==> src/hw/vmd_map.svh <==
// register offsets, field positions, reset values of the monitor dac block
`ifndef VMD_MAP_SVH
`define VMD_MAP_SVH

// ************************************************************
// register indices (byte address is four times the index)
// ************************************************************
`define VMD_ONE_CTRL_IDX   12'h0f4
`define VMD_TWO_CTRL_IDX   12'h0f6
`define VMD_STATUS_IDX     12'h0f8
`define VMD_IDX_TO_BYTE    12'h004

// ************************************************************
// field positions, channel one control
// ************************************************************
`define VMD_ONE_ADDR_W     14'd12
`define VMD_ONE_POL_BIT    12
`define VMD_ONE_FRAC_LSB   13
`define VMD_ONE_EXP_LSB    17

// ************************************************************
// field positions, channel two control
// ************************************************************
`define VMD_TWO_ADDR_W     14'd14
`define VMD_TWO_POL_BIT    14
`define VMD_TWO_FRAC_LSB   15
`define VMD_TWO_EXP_LSB    19

// ************************************************************
// status register layout
// ************************************************************
`define VMD_STAT_TWO_LSB   16

// ************************************************************
// reset values and scaling constants
// ************************************************************
`define VMD_ADDR_RST       14'h0000
`define VMD_POL_RST        1'b0
`define VMD_FRAC_RST       4'h8
`define VMD_ONE_EXP_RST    4'h8
`define VMD_TWO_EXP_RST    4'h0
`define VMD_FRAC_SHIFT     3
`define VMD_EXP_MAX        31

`endif

==> src/hw/vmd_pkg.sv <==
// types shared by the monitor dac block
package vmd_pkg;

    // ************************************************************
    // per-channel configuration
    // ************************************************************
    typedef struct packed {
        logic [3:0]  pow2_exponent; // power-of-two exponent
        logic [3:0]  frac_scale;    // factor in eighths, 0 = pow2
        logic        polarity_sel;  // 1 unipolar, 0 bipolar
        logic [13:0] var_address;   // variable to observe
    } vmd_chan_cfg_t;

    // ************************************************************
    // apb handshake states, gray along idle -> ack
    // ************************************************************
    typedef enum logic [1:0] {
        VMD_IDLE = 2'b00,
        VMD_ACK  = 2'b01
    } vmd_bus_t;

    // ************************************************************
    // whole state of the top module
    // ************************************************************
    typedef struct packed {
        vmd_chan_cfg_t one;       // channel one config
        vmd_chan_cfg_t two;       // channel two config
        vmd_bus_t      bus;       // slave handshake state
        logic [31:0]   prdata;    // read data
        logic          pready;    // access done
        logic          pslverr;   // unmapped address
        logic [15:0]   out_one;   // channel one code
        logic [15:0]   out_two;   // channel two code
        logic          sat_one;   // channel one clipped
        logic          sat_two;   // channel two clipped
    } vmd_state_t;

endpackage

==> src/hw/vmd_monitor_dac.sv <==
// apb register file and output codes of the two monitor dac channels
`timescale 1ns/1ns
`include "vmd_map.svh"

// Overview of operation
// - channel one address bits 11-0, rw, zero
// - channel two address bits 13-0, rw, zero
// - channel one polarity bit 12, write-only
// - channel two polarity bit 14, write-only
// - polarity zero: bipolar with 1.5 V offset
// - unipolar: 0 pu gives 0 V
// - bipolar: -1 pu gives 0 V
// - +1 pu gives 3 V full scale
// - channel two fraction bits 18-15, eighths, 8h
// - fraction zero selects power-of-two scaling
// - channel two exponent bits 22-19, two^n
// - exponent used only when fraction zero
// - channel one fraction 16-13, exponent 20-17
module vmd_monitor_dac #(
    parameter int VAR_W  = 32,
    parameter int PU_LSB = 24,
    parameter int DAC_W  = 12
) (
    // clock, reset, enable
    input  wire logic             CLK,
    input  wire logic             RESET,
    input  wire logic             CE,
    // apb slave
    input  wire logic             PSEL,
    input  wire logic             PENABLE,
    input  wire logic             PWRITE,
    input  wire logic [11:0]      PADDR,
    input  wire logic [31:0]      PWDATA,
    output logic      [31:0]      PRDATA,
    output logic                  PREADY,
    output logic                  PSLVERR,
    // variable fetch
    output logic      [11:0]      MON_ONE_VAR_ADDRESS,
    output logic      [13:0]      MON_TWO_VAR_ADDRESS,
    input  wire logic [VAR_W-1:0] VAR_ONE_DATA,
    input  wire logic [VAR_W-1:0] VAR_TWO_DATA,
    // output codes
    output logic      [DAC_W-1:0] MONITOR_OUT_ONE,
    output logic      [DAC_W-1:0] MONITOR_OUT_TWO,
    output logic                  MON_ONE_SAT,
    output logic                  MON_TWO_SAT
);

    // ************************************************************
    // elaboration checks
    // ************************************************************
    // codes sit in 16-bit status halves, and the normalising
    // shift must not turn negative; refused while elaborating
    if (DAC_W < 1 || DAC_W > 16) begin : g_bad_dac_w
        $error("DAC_W must lie in 1..16");
    end
    if (PU_LSB < DAC_W || PU_LSB >= VAR_W) begin : g_bad_pu_lsb
        $error("PU_LSB must lie in DAC_W..VAR_W-1");
    end

    // ************************************************************
    // byte addresses of the registers
    // ************************************************************
    localparam logic [11:0] ONE_ADDR =
        `VMD_ONE_CTRL_IDX * `VMD_IDX_TO_BYTE;
    localparam logic [11:0] TWO_ADDR =
        `VMD_TWO_CTRL_IDX * `VMD_IDX_TO_BYTE;
    localparam logic [11:0] STAT_ADDR =
        `VMD_STATUS_IDX * `VMD_IDX_TO_BYTE;

    // ************************************************************
    // reset values
    // ************************************************************
    localparam vmd_pkg::vmd_chan_cfg_t ONE_RST = '{
        pow2_exponent : `VMD_ONE_EXP_RST,
        frac_scale    : `VMD_FRAC_RST,
        polarity_sel  : `VMD_POL_RST,
        var_address   : `VMD_ADDR_RST
    };
    // exponent reset is undefined; zero is used
    localparam vmd_pkg::vmd_chan_cfg_t TWO_RST = '{
        pow2_exponent : `VMD_TWO_EXP_RST,
        frac_scale    : `VMD_FRAC_RST,
        polarity_sel  : `VMD_POL_RST,
        var_address   : `VMD_ADDR_RST
    };
    localparam vmd_pkg::vmd_state_t RST_STATE = '{
        one     : ONE_RST,
        two     : TWO_RST,
        bus     : vmd_pkg::VMD_IDLE,
        prdata  : 32'h0000_0000,
        pready  : 1'b0,
        pslverr : 1'b0,
        out_one : 16'h0000,
        out_two : 16'h0000,
        sat_one : 1'b0,
        sat_two : 1'b0
    };

    // ************************************************************
    // helper functions
    // ************************************************************
    // true for any of the three mapped words
    function automatic logic is_mapped(input logic [11:0] a);
        return (a == ONE_ADDR) || (a == TWO_ADDR) ||
               (a == STAT_ADDR);
    endfunction

    // store one control word; bits above the fields drop out
    function automatic vmd_pkg::vmd_chan_cfg_t wr_cfg(
        input logic [31:0] wd,
        input logic [13:0] aw,
        input int          pol,
        input int          fl,
        input int          el
    );
        vmd_pkg::vmd_chan_cfg_t c;
        c               = '0;
        c.var_address   = wd[13:0] &
                          ((14'h0001 << aw) - 14'h0001);
        c.polarity_sel  = wd[pol];
        c.frac_scale    = wd[fl +: 4];
        c.pow2_exponent = wd[el +: 4];
        return c;
    endfunction

    // only the address reads back; write-only and reserved
    // bits read as zero
    function automatic logic [31:0] rd_cfg(
        input vmd_pkg::vmd_chan_cfg_t c
    );
        return {18'h00000, c.var_address};
    endfunction

    // ************************************************************
    // state and datapath signals
    // ************************************************************
    vmd_pkg::vmd_state_t st_q;      // registered state
    vmd_pkg::vmd_state_t st_d;      // next state
    logic [DAC_W-1:0]    code_one;  // channel one mapped code
    logic [DAC_W-1:0]    code_two;  // channel two mapped code
    logic                sat_one;   // channel one clipped
    logic                sat_two;   // channel two clipped
    logic [31:0]         status;    // live status word

    // ************************************************************
    // datapath, one scaler per channel
    // ************************************************************
    vmd_scaler #(
        .VAR_W  (VAR_W),
        .PU_LSB (PU_LSB),
        .DAC_W  (DAC_W)
    ) u_scale_one (
        .var_value (VAR_ONE_DATA),
        .cfg       (st_q.one),
        .code      (code_one),
        .sat       (sat_one)
    );

    vmd_scaler #(
        .VAR_W  (VAR_W),
        .PU_LSB (PU_LSB),
        .DAC_W  (DAC_W)
    ) u_scale_two (
        .var_value (VAR_TWO_DATA),
        .cfg       (st_q.two),
        .code      (code_two),
        .sat       (sat_two)
    );

    // status shows the codes currently on the outputs
    assign status = {st_q.out_two, st_q.out_one};

    // ************************************************************
    // next-state logic
    // ************************************************************
    // pready comes from a flop, so every access takes one wait
    // state; the write lands on the edge that samples pready
    always_comb begin
        st_d = st_q;

        // codes follow the fetched data one edge later
        st_d.out_one = 16'(code_one);
        st_d.out_two = 16'(code_two);
        st_d.sat_one = sat_one;
        st_d.sat_two = sat_two;

        unique case (st_q.bus)
            vmd_pkg::VMD_IDLE: begin
                st_d.pready  = 1'b0;
                st_d.pslverr = 1'b0;
                // access phase seen: answer on the next edge
                if (PSEL && PENABLE) begin
                    st_d.bus     = vmd_pkg::VMD_ACK;
                    st_d.pready  = 1'b1;
                    st_d.pslverr = !is_mapped(PADDR);
                    st_d.prdata  = 32'h0000_0000;
                    if (!PWRITE) begin
                        if (PADDR == ONE_ADDR) begin
                            st_d.prdata = rd_cfg(st_q.one);
                        end else if (PADDR == TWO_ADDR) begin
                            st_d.prdata = rd_cfg(st_q.two);
                        end else if (PADDR == STAT_ADDR) begin
                            st_d.prdata = status;
                        end
                    end
                end
            end
            vmd_pkg::VMD_ACK: begin
                // master samples pready here; commit the write
                st_d.bus     = vmd_pkg::VMD_IDLE;
                st_d.pready  = 1'b0;
                st_d.pslverr = 1'b0;
                if (PSEL && PENABLE && PWRITE) begin
                    if (PADDR == ONE_ADDR) begin
                        st_d.one = wr_cfg(PWDATA,
                            `VMD_ONE_ADDR_W,
                            `VMD_ONE_POL_BIT,
                            `VMD_ONE_FRAC_LSB,
                            `VMD_ONE_EXP_LSB);
                    end else if (PADDR == TWO_ADDR) begin
                        st_d.two = wr_cfg(PWDATA,
                            `VMD_TWO_ADDR_W,
                            `VMD_TWO_POL_BIT,
                            `VMD_TWO_FRAC_LSB,
                            `VMD_TWO_EXP_LSB);
                    end
                    // status and unmapped writes are dropped
                end
            end
            default: begin
                // illegal code: fall back to idle quietly
                st_d.bus     = vmd_pkg::VMD_IDLE;
                st_d.pready  = 1'b0;
                st_d.pslverr = 1'b0;
            end
        endcase
    end

    // ************************************************************
    // state register
    // ************************************************************
    // reset wins over the enable, so a frozen block still resets;
    // with CE low the bus also stalls, pready never rises
    always_ff @(posedge CLK) begin
        if (RESET) begin
            st_q <= RST_STATE;
        end else if (CE) begin
            st_q <= st_d;
        end
    end

    // ************************************************************
    // outputs, all straight from the state flops
    // ************************************************************
    assign PRDATA              = st_q.prdata;
    assign PREADY              = st_q.pready;
    assign PSLVERR             = st_q.pslverr;
    assign MON_ONE_VAR_ADDRESS = st_q.one.var_address[11:0];
    assign MON_TWO_VAR_ADDRESS = st_q.two.var_address;
    assign MONITOR_OUT_ONE     = st_q.out_one[DAC_W-1:0];
    assign MONITOR_OUT_TWO     = st_q.out_two[DAC_W-1:0];
    assign MON_ONE_SAT         = st_q.sat_one;
    assign MON_TWO_SAT         = st_q.sat_two;

endmodule

==> src/hw/vmd_scaler.sv <==
// scaling and range mapping of one monitored variable
`timescale 1ns/1ns
`include "vmd_map.svh"

module vmd_scaler #(
    parameter int VAR_W  = 32,
    parameter int PU_LSB = 24,
    parameter int DAC_W  = 12
) (
    // variable and its configuration
    input  wire logic signed [VAR_W-1:0] var_value,
    input  wire vmd_pkg::vmd_chan_cfg_t  cfg,
    // mapped result
    output logic             [DAC_W-1:0] code,
    output logic                         sat
);

    // room for the largest factor, 2 to the 15
    localparam int SW = VAR_W + 17;
    localparam logic signed [SW-1:0] PU  = SW'(1) <<< PU_LSB;
    localparam logic signed [SW-1:0] MAX = (SW'(1) <<< DAC_W) - SW'(1);

    // ************************************************************
    // saturating clamp onto the code range
    // ************************************************************
    function automatic logic [DAC_W:0] clamp(
        input logic signed [SW-1:0] n
    );
        logic [DAC_W:0] r;
        r = '0;
        if (n < 0) begin
            r = {1'b1, {DAC_W{1'b0}}};
        end else if (n > MAX) begin
            r = {1'b1, {DAC_W{1'b1}}};
        end else begin
            r = {1'b0, n[DAC_W-1:0]};
        end
        return r;
    endfunction

    logic signed [SW-1:0] ext;      // sign extended variable
    logic signed [SW-1:0] scaled;   // variable times factor
    logic signed [SW-1:0] norm;     // scaled onto code units
    logic        [DAC_W:0] clip;    // flag and code

    // ************************************************************
    // scale, offset, map
    // ************************************************************
    always_comb begin
        ext = SW'(var_value);
        if (cfg.frac_scale != 4'h0) begin
            // eighths; exponent is ignored here
            scaled = (ext * $signed({1'b0, cfg.frac_scale}))
                     >>> `VMD_FRAC_SHIFT;
        end else begin
            scaled = ext <<< cfg.pow2_exponent;
        end
        if (cfg.polarity_sel) begin
            // 0 pu at code zero, no offset
            norm = scaled >>> (PU_LSB - DAC_W);
        end else begin
            // mid-scale offset, -1 pu at code zero
            norm = (scaled + PU) >>> (PU_LSB + 1 - DAC_W);
        end
        clip = clamp(norm);
        code = clip[DAC_W-1:0];
        sat  = clip[DAC_W];
    end

endmodule

==> config.mk <==
export PLATFORM = sky130hd
export DESIGN_NAME = vmd_monitor_dac
export DESIGN_NICKNAME = d
export VERILOG_FILES = /design/src/hw/vmd_pkg.sv /design/src/hw/vmd_monitor_dac.sv /design/src/hw/vmd_scaler.sv
export VERILOG_INCLUDE_DIRS = /design/src /design/src/hw
export SDC_FILE = /design/constraint.sdc
export NUM_CORES = 1
export LEC_CHECK = 0
export ABC_AREA = 0
export BUFFER_PORTS_ARGS = -buffer_cell sky130_fd_sc_hd__buf_2
export CORE_MARGIN = 2
export CORE_UTILIZATION = 37
export CTS_BUF_LIST = sky130_fd_sc_hd__clkbuf_8
export CTS_CLUSTER_SIZE = 40
export DETAILED_ROUTE_END_ITERATION = 8
export GPL_TIMING_DRIVEN = 0
export PLACE_DENSITY_LB_ADDON = 0.08
export SYNTH_ARGS = -nofsm -noshare
export SYNTH_HDL_FRONTEND = slang
export SYNTH_SLANG_ARGS = --single-unit
export TNS_END_PERCENT = 100
==> constraint.sdc <==
create_clock -name CLK -period 13.7 [get_ports CLK]
set_clock_uncertainty 0.1 [all_clocks]
set_input_delay 2.055 -clock CLK [delete_from_list [all_inputs] [get_ports CLK]]
set_output_delay 2.055 -clock CLK [all_outputs]
set_load 0.02 [all_outputs]
# Yosys cells after proc, flatten, opt, wreduce, memory -nomap -nowiden

Index checks and enable logic that the tools add are counted.

Mux-type cells: 15
Eq/ne operators: 5
$mul: 2
Shift-type cells: 2
Reductions and logical operators: 12
Magnitude comparators: 4
Bitwise gates (word level): 1
$add $sub $neg: 2

Operators by type and width:

| cell                     | count |
|---|---|
| $mux W49                 | 4 |
| $mux W28                 | 4 |
| $add A49 B26 Y49 const B | 2 |
| $gt A49 B13 Y1 const B   | 2 |
| $lt A49 B1 Y1 const B    | 2 |
| $sshl A32 B4 Y49         | 2 |
| $mul A32 B5 Y37          | 2 |
| $mux W13                 | 4 |
| $eq A12 B10 Y1 const B   | 3 |
| $mux W36                 | 1 |
| $reduce_bool A4 Y1       | 2 |
| $reduce_and A5 Y1        | 1 |
| $mux W2                  | 2 |
| $reduce_and A4 Y1        | 1 |
| $reduce_and A3 Y1        | 1 |
| $eq A2 B1 Y1 const B     | 1 |
| $logic_and A1 B1 Y1      | 2 |
| $logic_not A2 Y1         | 1 |
| $logic_or A1 B1 Y1       | 2 |
| $ne A2 B2 Y1 const B     | 1 |
| $reduce_and A2 Y1        | 1 |
| $logic_not A1 Y1         | 1 |
| $not A1 Y1               | 1 |

Logic and storage cells: 59
Bits in registers: 106

# Depth between registers and ports, before layout

Gate-level depths: netlist of the first run.

Depth in word-level cells: 7
Depth in mapped cells: 28

# By module

Synthesis of the first run repeated with hierarchy kept, for this count alone.

Cell total of the unflattened synthesis: 2587
Area, all modules: 20372.0 um^2

Modules (own cells, without submodules):

| module                   | cells each | times used | area an instance (um^2) |
|---|---|---|---|
| vmd_scaler (u_scale_two) | 1043       | 1          | 7863.8 |
| vmd_scaler (u_scale_one) | 1023       | 1          | 7793.7 |
| vmd_monitor_dac          | 521        | 1          | 4714.5 |

# Least setup slack after synthesis of the first run

Ideal clock, no wire load.

Path type: in2reg
Start point: in VAR_ONE_DATA[14]
End point: reg st_q (netlist bit MONITOR_OUT_ONE[2])
Data arrival time: 7.342 ns
Stages on the path: 26
Buffers on the path: 2
Setup time: 0.138 ns
Slack: 6.119 ns
Cell sequence: and2_1 > ha_1 > fa_1 > inv_1 > fa_1 > inv_1 > ha_1 > buf_2 > nand4_1 > nor2_1 > a221oi_2 > o31ai_2 > nor2_1 > xnor2_1 > a21boi_0 > inv_1 > ha_1 > inv_1 > a31oi_1 > nor4b_2 > nand4_1 > or3_1 > o311a_1 > and4b_4 > buf_6 > a311oi_2

Cells in the longest elaborated chain, start to end: 7
Elaborated cells on any way between the ends: 9

RTL lines:

| element                                             | RTL line                           | RTL |
|---|---|---|
| start, declared                                     | vmd_monitor_dac.sv:40              | `input wire logic [VAR_W-1:0] VAR_ONE_DATA,` |
| $mul A32 B5 Y37 or $sshl A32 B4 Y49 (tied branches) | vmd_scaler.sv:53, vmd_scaler.sv:56 |  |
| $mux W49 *                                          | vmd_scaler.sv:51                   | `if (cfg.frac_scale != 4'h0) begin` |
| $add A49 B26 Y49                                    | vmd_scaler.sv:63                   | `norm = (scaled + PU) >>> (PU_LSB + 1 - DAC_W);` |
| $mux W49 *                                          | vmd_scaler.sv:58                   | `if (cfg.polarity_sel) begin` |
| $gt A49 B13 Y1                                      | vmd_scaler.sv:33                   | `end else if (n > MAX) begin` |
| $mux W13                                            | vmd_scaler.sv:33                   |  |
| $mux W13 *                                          | vmd_scaler.sv:31                   | `if (n < 0) begin` |
| end signal, assigned                                | vmd_monitor_dac.sv:249             | `st_q <= st_d;` |
| end, declared                                       | vmd_monitor_dac.sv:138             | `vmd_pkg::vmd_state_t st_q;` |

Every way passes the cells marked *; elsewhere a longest branch is shown, timed or not.
A chain may end at the register's enable or synchronous reset.

# Worst setup path after layout of the first run

Start point: in VAR_TWO_DATA[18]
End point: reg st_q (netlist bit MONITOR_OUT_TWO[4])

Cells in the longest elaborated chain, start to end: 7
Elaborated cells on any way between the ends: 9

RTL lines:

| element                                             | RTL line                           | RTL |
|---|---|---|
| start, declared                                     | vmd_monitor_dac.sv:41              | `input wire logic [VAR_W-1:0] VAR_TWO_DATA,` |
| $mul A32 B5 Y37 or $sshl A32 B4 Y49 (tied branches) | vmd_scaler.sv:53, vmd_scaler.sv:56 |  |
| $mux W49 *                                          | vmd_scaler.sv:51                   |  |
| $add A49 B26 Y49                                    | vmd_scaler.sv:63                   |  |
| $mux W49 *                                          | vmd_scaler.sv:58                   |  |
| $gt A49 B13 Y1                                      | vmd_scaler.sv:33                   |  |
| $mux W13                                            | vmd_scaler.sv:33                   |  |
| $mux W13 *                                          | vmd_scaler.sv:31                   |  |

Marks and branches as above.

==> flow_summary.ini, run 1 <==
[power_and_ir_drop]
p_comb_share_pct = 35.7
p_int_mw = 0.473
power_frac_seq_pct = 40.3
swShare_pct = 36.6
clkPwrFrac_pct = 24.1
p_leak_nw = 9.68
p_per_area_mw_per_mm2 = 34.0
ir_worst_vdd_uv = 38.1
switching_power_mw = 0.273

[clock_network]
cts_setup_buffers = 0
cts.sinks = 99
h-tree-depth = 3
cts_buffers = 9
hold_buffers = 0
cts_buffer_depth = 2
clk_latency_ns = 0.37
cts_tree = yes
path_clk_slew_ns = 0.09
post_cts_resized = 0
root_buffer = clkbuf_8

[cells_and_area]
drive_gt1_share_pct = 16.0
post-route-util_pct = 41.0
final_nets = 3163
area.growth.synth_to_final_pct = 9.88
fin_cells = 3480
fin_area_mm2 = 0.0220

[sta]
drv_slew = 0
hold_viol = 0
rsz0062_at_grt = false
slew_headroom_pct = 33.0
fin_tns_setup_ns = 0
setup_violations = 0
min_period_ns = 8.72
tightest_slew_ns = 1.00
fmax_ghz = 0.115
setup_ws_ns = 4.98
fin_crit_sh_pct = 63.6

[route]
drc_errors = 0
drt-vias-per-instance = 5.71
ant_nets = 0
drt_pass1_iterations = 6
drt_iter0_markers = 1480
detail_route.wl_per_cell_um = 21.5
drt_wl_total_um = 74700
via_count = 19900

[global_routing]
overflow = 0
grt_pass1_wl_um = 115000
grt_max_degree = 15
antenna_found_initial = 0
groute.usage.overall_pct = 26.4
grt_pass1_vias = 19500

[placed_design]
place_hpwl_um = 62400
placed_cell_area_mm2 = 0.0218
dp_slack_ns = 4.74
portBuffers = 180
gp_congestion = 0.954
dp_cells = 3464

[synth]
synth-seq-cells = 99
synth_top_area_share_pct = 12.8
synth_cell_types = 111
synthArstFlopShare_pct = 0
synth_ff_type = dfxtp_1
synth_area_mm2 = 0.0200
yosys.area.top_type = fa_1
netlist_instances = 2583
seq_area_frac_synth_pct = 9.92
postSynthAreaPerCell_um2 = 7.74
synth_edf_count = 0
synth_common_cells = nand2_1, and2_1, inv_1
yosys_warnings = 0
synth_most_common_cell = nand2_1
synthTopCellsByArea = fa_1, dfxtp_1, ha_1

[setup_path]
path_class = in2reg
crit_path_start_kind = input pin
cp_slowest_cell = fa_1
required_ns = 13.83
cp_max_fo = 10
crit_family = simple AND/OR/NAND/NOR gates
max_stage_delay_ns = 0.55
path_buf_inv = 8
critPathCaptureType = flip-flop
critPathMostFrequentCell = inv_1
cp.arrival_ns = 8.85

[floorplanning]
core_area_mm2 = 0.0536
start_util_pct = 37.3
die_x_um = 236
rows = 85
io_pins = 200
dieArea_mm2 = 0.0559
die_h_um = 236

[run]
maxCapViolCount = 0

[run_status]
status = finished, final reports clean

[hold_path]
hold_class = reg2reg
[power by group through the flow]
stage	Clock [mW]	Combinational, mW	Sequential (mW)
6_report	0.179	0.266	0.300
5_1_grt	0.195	0.293	0.301
4_1_cts	0.184	0.264	0.300
3_5_place_dp	0	0.263	0.307
3_3_place_gp	0	0.261	0.307
2_1_floorplan	0	0.166	0.303
[registers in the layout, indices dropped and copies added, names as in the netlist]
name and count:
PRDATA 26, MON_ONE_SAT 1, PREADY 1, MON_TWO_SAT 1, st_q 19, PSLVERR 1
MONITOR_OUT_ONE 12, MONITOR_OUT_TWO 12, MON_ONE_VAR_ADDRESS 12, MON_TWO_VAR_ADDRESS 14
[per-stage QoR]
step / power [mW] / hold slack, ns
floorplan: 0.469 / 0.332
global placement: 0.568 / 0.343
detailed placement: 0.570 / 0.353
CTS: 0.749 / 0.365
global route: 0.789 / 0.394
finish: 0.746 / 0.366
[cells by family after synthesis]
logic type | after synthesis | share of synthesized area, %
mux | 173 | 12.2
fa+ha+maj | 270 | 21.7
buf+inv | 470 | 11.1
compound gates | 590 | 19.5
other cells | 1 | 0.0188
simple gates | 932 | 23.4
flops | 99 | 9.92
xor+xnor | 48 | 2.10
[area by class of cell]
class	count	area, um^2
Antenna cell	1	2.50
Buffer	246	1370
Timing Repair Buffer	180	901
Tap cell	696	871
Sequential cell	99	1980
Inverter	224	841
Fill cell	5700	31600
Clock buffer	9	124
Clock inverter	6	51.3
Multi-Input combinational cell	2019	15800
[cell usage in the layout, fill, tap and decap left out, drive strengths merged, types with 28 or more instances in the layout]
master    n
clkbuf  115
dfxtp    99
nor2    177
a21oi   201
nor3     35
nand3    42
nand4    47
fa      128
o21ai   106
a21o     28
ha      142
mux2     32
and2    226
mux2i    88
inv     224
mux4     53
nand2   294
a211oi   52
buf     320
[worst reg2reg max path: cells and delay by family (launching register included)]
kind                       cells  cell delay [ns]
muxes                          1             0.39
xor gates and xnor gates       1             0.18
AOI/OAI and AO/OA              6             1.23
adders and majority gates      5             1.76
buffers and inverters          8             1.73
DFF                            1             0.64
and+or+nand+nor                7             1.90
[final timing paths]
kind / depth (start not counted) / end / startpoint / slack (ns)
hold / removal: 2 / PRDATA[27] / PRDATA[27] / 0.37
hold reg to reg: 2 / PRDATA[27] / PRDATA[27] / 0.37
setup / recovery: 28 / MONITOR_OUT_TWO[4] / VAR_TWO_DATA[18] / 4.98
setup reg to reg: 28 / MONITOR_OUT_TWO[4] / st_q[87] / 5.63
[routing by layer]
metal | global-route usage, % | part of all wire, %
met5 | 0 | 0
met4 | 5.31 | 1.9
met3 | 2.21 | 5.6
met2 | 44.1 | 47
met1 | 37.2 | 46
Power figures use the tool's default switching activity.
==> inputs of run 2 (changes only) <==
--- a/config.mk
+++ b/config.mk
@@ -6,7 +6,7 @@
 export SDC_FILE = /design/constraint.sdc
 export NUM_CORES = 1
 export LEC_CHECK = 0
-export ABC_AREA = 0
+export ABC_AREA = 1
 export BUFFER_PORTS_ARGS = -buffer_cell sky130_fd_sc_hd__buf_2
 export CORE_MARGIN = 2
 export CORE_UTILIZATION = 37
==> constraint.sdc (replaced) <==
create_clock -name CLK -period 8.47 [get_ports CLK]
set_clock_uncertainty 0.1 [all_clocks]
set_input_delay 1.2705 -clock CLK [delete_from_list [all_inputs] [get_ports CLK]]
set_output_delay 1.2705 -clock CLK [all_outputs]
set_load 0.02 [all_outputs]
==> run 2 against run 1 <==
Net effect: routed wire length rose by 0.12%; sequential power increased by 60%; die area rose by 6.3%; critical path depth increased by 7; register-to-register slack got worse by 4.0 ns; final cell count rose by 33%; count of clock-buffer cells in the layout is the same; clock power up 71%; power rose by 64%; via count increased by 12%; design area rose by 6.4%; area after synthesis rose by 6.4%; critical path type is now reg2reg; critical endpoint is now MONITOR_OUT_TWO[3].
==> flow_summary.ini, run 2 <==
[run_status]
status = finished, final reports clean

[setup_path]
critPathCaptureType = flip-flop
critPathMostFrequentCell = nand2_1
regToRegSetupSlack_ns = 1.63
startpoint = st_q[88]
crit_path_start_kind = flip-flop
required_ns = 8.62
worstReg2RegEnd = MONITOR_OUT_TWO[3]
max_stage_delay_ns = 0.76
worstRegToRegCells = 35
cp_slowest_cell = clkbuf_1
cp_max_fo = 10
cp.arrival_ns = 6.99
path_class = reg2reg
worstReg2RegStart = st_q[88]

[sta]
hold_viol = 0
tightest_slew_ns = 1.15
slew_headroom_pct = 22.5
rsz0062_at_grt = false
holdWs_ns = 0.374
drv_slew = 0
min_period_ns = 6.84
setup_violations = 0
fin_tns_setup_ns = 0
setup_ws_ns = 1.63
fin_crit_sh_pct = 80.7
fmax_ghz = 0.146

[route]
drt_iter0_markers = 1387
drt_wl_total_um = 74800
ant_nets = 0
drt_pass1_iterations = 7
detail_route.wl_per_cell_um = 16.1
via_count = 22300
drc_errors = 0
drt-vias-per-instance = 4.81

[cells_and_area]
drive_gt1_share_pct = 12.0
final_common_cell = nand2_1
layout_common_cells = nand2_1, inv_1, nor2_1
largest_register_ffs = 26
final_nets = 4257
area.growth.synth_to_final_pct = 9.82
num-fill-cells = 6525
post-route-util_pct = 41.3

[synth]
synth_top_area_share_pct = 20.9
yosys.area.top_type = nand2_1
synth_cell_types = 58
synth_ff_type = dfxtp_1
synthArstFlopShare_pct = 0
synth_most_common_cell = nand2_1
synth-seq-cells = 99
synth_area_mm2 = 0.0213
seq_area_frac_synth_pct = 9.32
synth_edf_count = 0
synth_common_cells = nand2_1, inv_1, nor2_1
yosys_warnings = 0
netlist_instances = 3673
synthTopCellsByArea = nand2_1, inv_1, fa_1
postSynthAreaPerCell_um2 = 5.79

[hold_path]
hold_class = reg2reg
hold_end = PRDATA[25]
whs_path_depth = 2
min-delay-start = PRDATA[25]

[global_routing]
overflow = 0
grt_pass1_wl_um = 120000
grt_max_degree = 20
antenna_found_initial = 8
groute.usage.overall_pct = 25.3
grt_pass1_vias = 22300

[clock_network]
root_buffer = clkbuf_8
hold_buffers = 0
cts_setup_buffers = 0
path_clk_slew_ns = 0.10
clk_latency_ns = 0.39
cts.sinks = 99
cts_buffer_depth = 2
cts_buffers = 9
post_cts_resized = 0
h-tree-depth = 3
cts_tree = yes

[placed_design]
place_hpwl_um = 64100
dp_slack_ns = 1.59
portBuffers = 184
gp_congestion = 0.959

[floorplanning]
dieArea_mm2 = 0.0594
io_pins = 200
core_area_mm2 = 0.0566
die_h_um = 244
rows = 87
start_util_pct = 37.6
die_x_um = 244

[power_and_ir_drop]
p_total_mw = 1.22
p_per_area_mw_per_mm2 = 52.2
ir_worst_vdd_uv = 66.3
p_leak_nw = 13.8

[run]
maxCapViolCount = 0
==> run 2: final cells by class <==
class                           count  area [um^2]  share of cell area [%]
Clock inverter                      7         65.1                   0.279
Buffer                            220         1300                    5.58
Timing Repair Buffer              184          921                    3.94
Tap cell                          756          946                    4.05
Inverter                          733         2760                    11.8
Clock buffer                        9          124                   0.530
Sequential cell                    99         1980                    8.49
Antenna cell                        3         7.51                  0.0321
Multi-Input combinational cell   2626        15200                    65.3
==> run 2: logic make-up after synthesis <==
family	Yosys count	share of synthesized area, %
AOI/OAI and AO/OA	488	12.8
xor gates and xnor gates	19	0.783
adders and majority gates	270	20.4
buffers and inverters	953	19.1
DFF	99	9.32
muxes	20	0.941
other	1	0.0176
and+or+nand+nor	1823	36.6
==> run 2: worst max path at each step <==
stage	end	slack, ns	depth (start not counted)
3_3_place_gp	MONITOR_OUT_ONE[8]	1.57	33
6_report	MONITOR_OUT_TWO[3]	1.63	35
5_1_grt	MONITOR_OUT_TWO[6]	1.01	33
2_1_floorplan	MONITOR_OUT_ONE[10]	2.73	32
3_5_place_dp	MONITOR_OUT_ONE[4]	1.59	33
4_1_cts	MONITOR_OUT_TWO[6]	1.65	35
==> run 2: power by group <==
part | switching (mW) | internal (mW) | total [mW]
registers | 0.00745 | 0.473 | 0.480
logic | 0.294 | 0.139 | 0.433
clock network | 0.192 | 0.114 | 0.306
total | 0.493 | 0.726 | 1.22
==> run 2: per-layer routing <==
metal	track usage, %	wire length [um]	vias up
li1	-	-	11600
met1	30.5	32300	10100
met5	0	51	-
met2	46.7	37100	435
met4	7.93	2670	10
met3	2.57	2610	114
==> run 2: per-stage QoR <==
stage               instances  cell area [um^2]
detailed placement       4618             23200
global route             4637             23400
global placement         4618             23100
floorplan                3678             21300
finish                   4637             23400
CTS                      4634             23300
==> run 2: critical path, delay by kind of cell, from the launching register on <==
kind,cells,cell delay (ns)
AO/OA/AOI/OAI,2,0.18
AND/OR/NAND/NOR,18,2.24
flip-flops,1,0.32
adder cells (fa/ha/maj),5,1.87
buffers and inverters,10,2.00
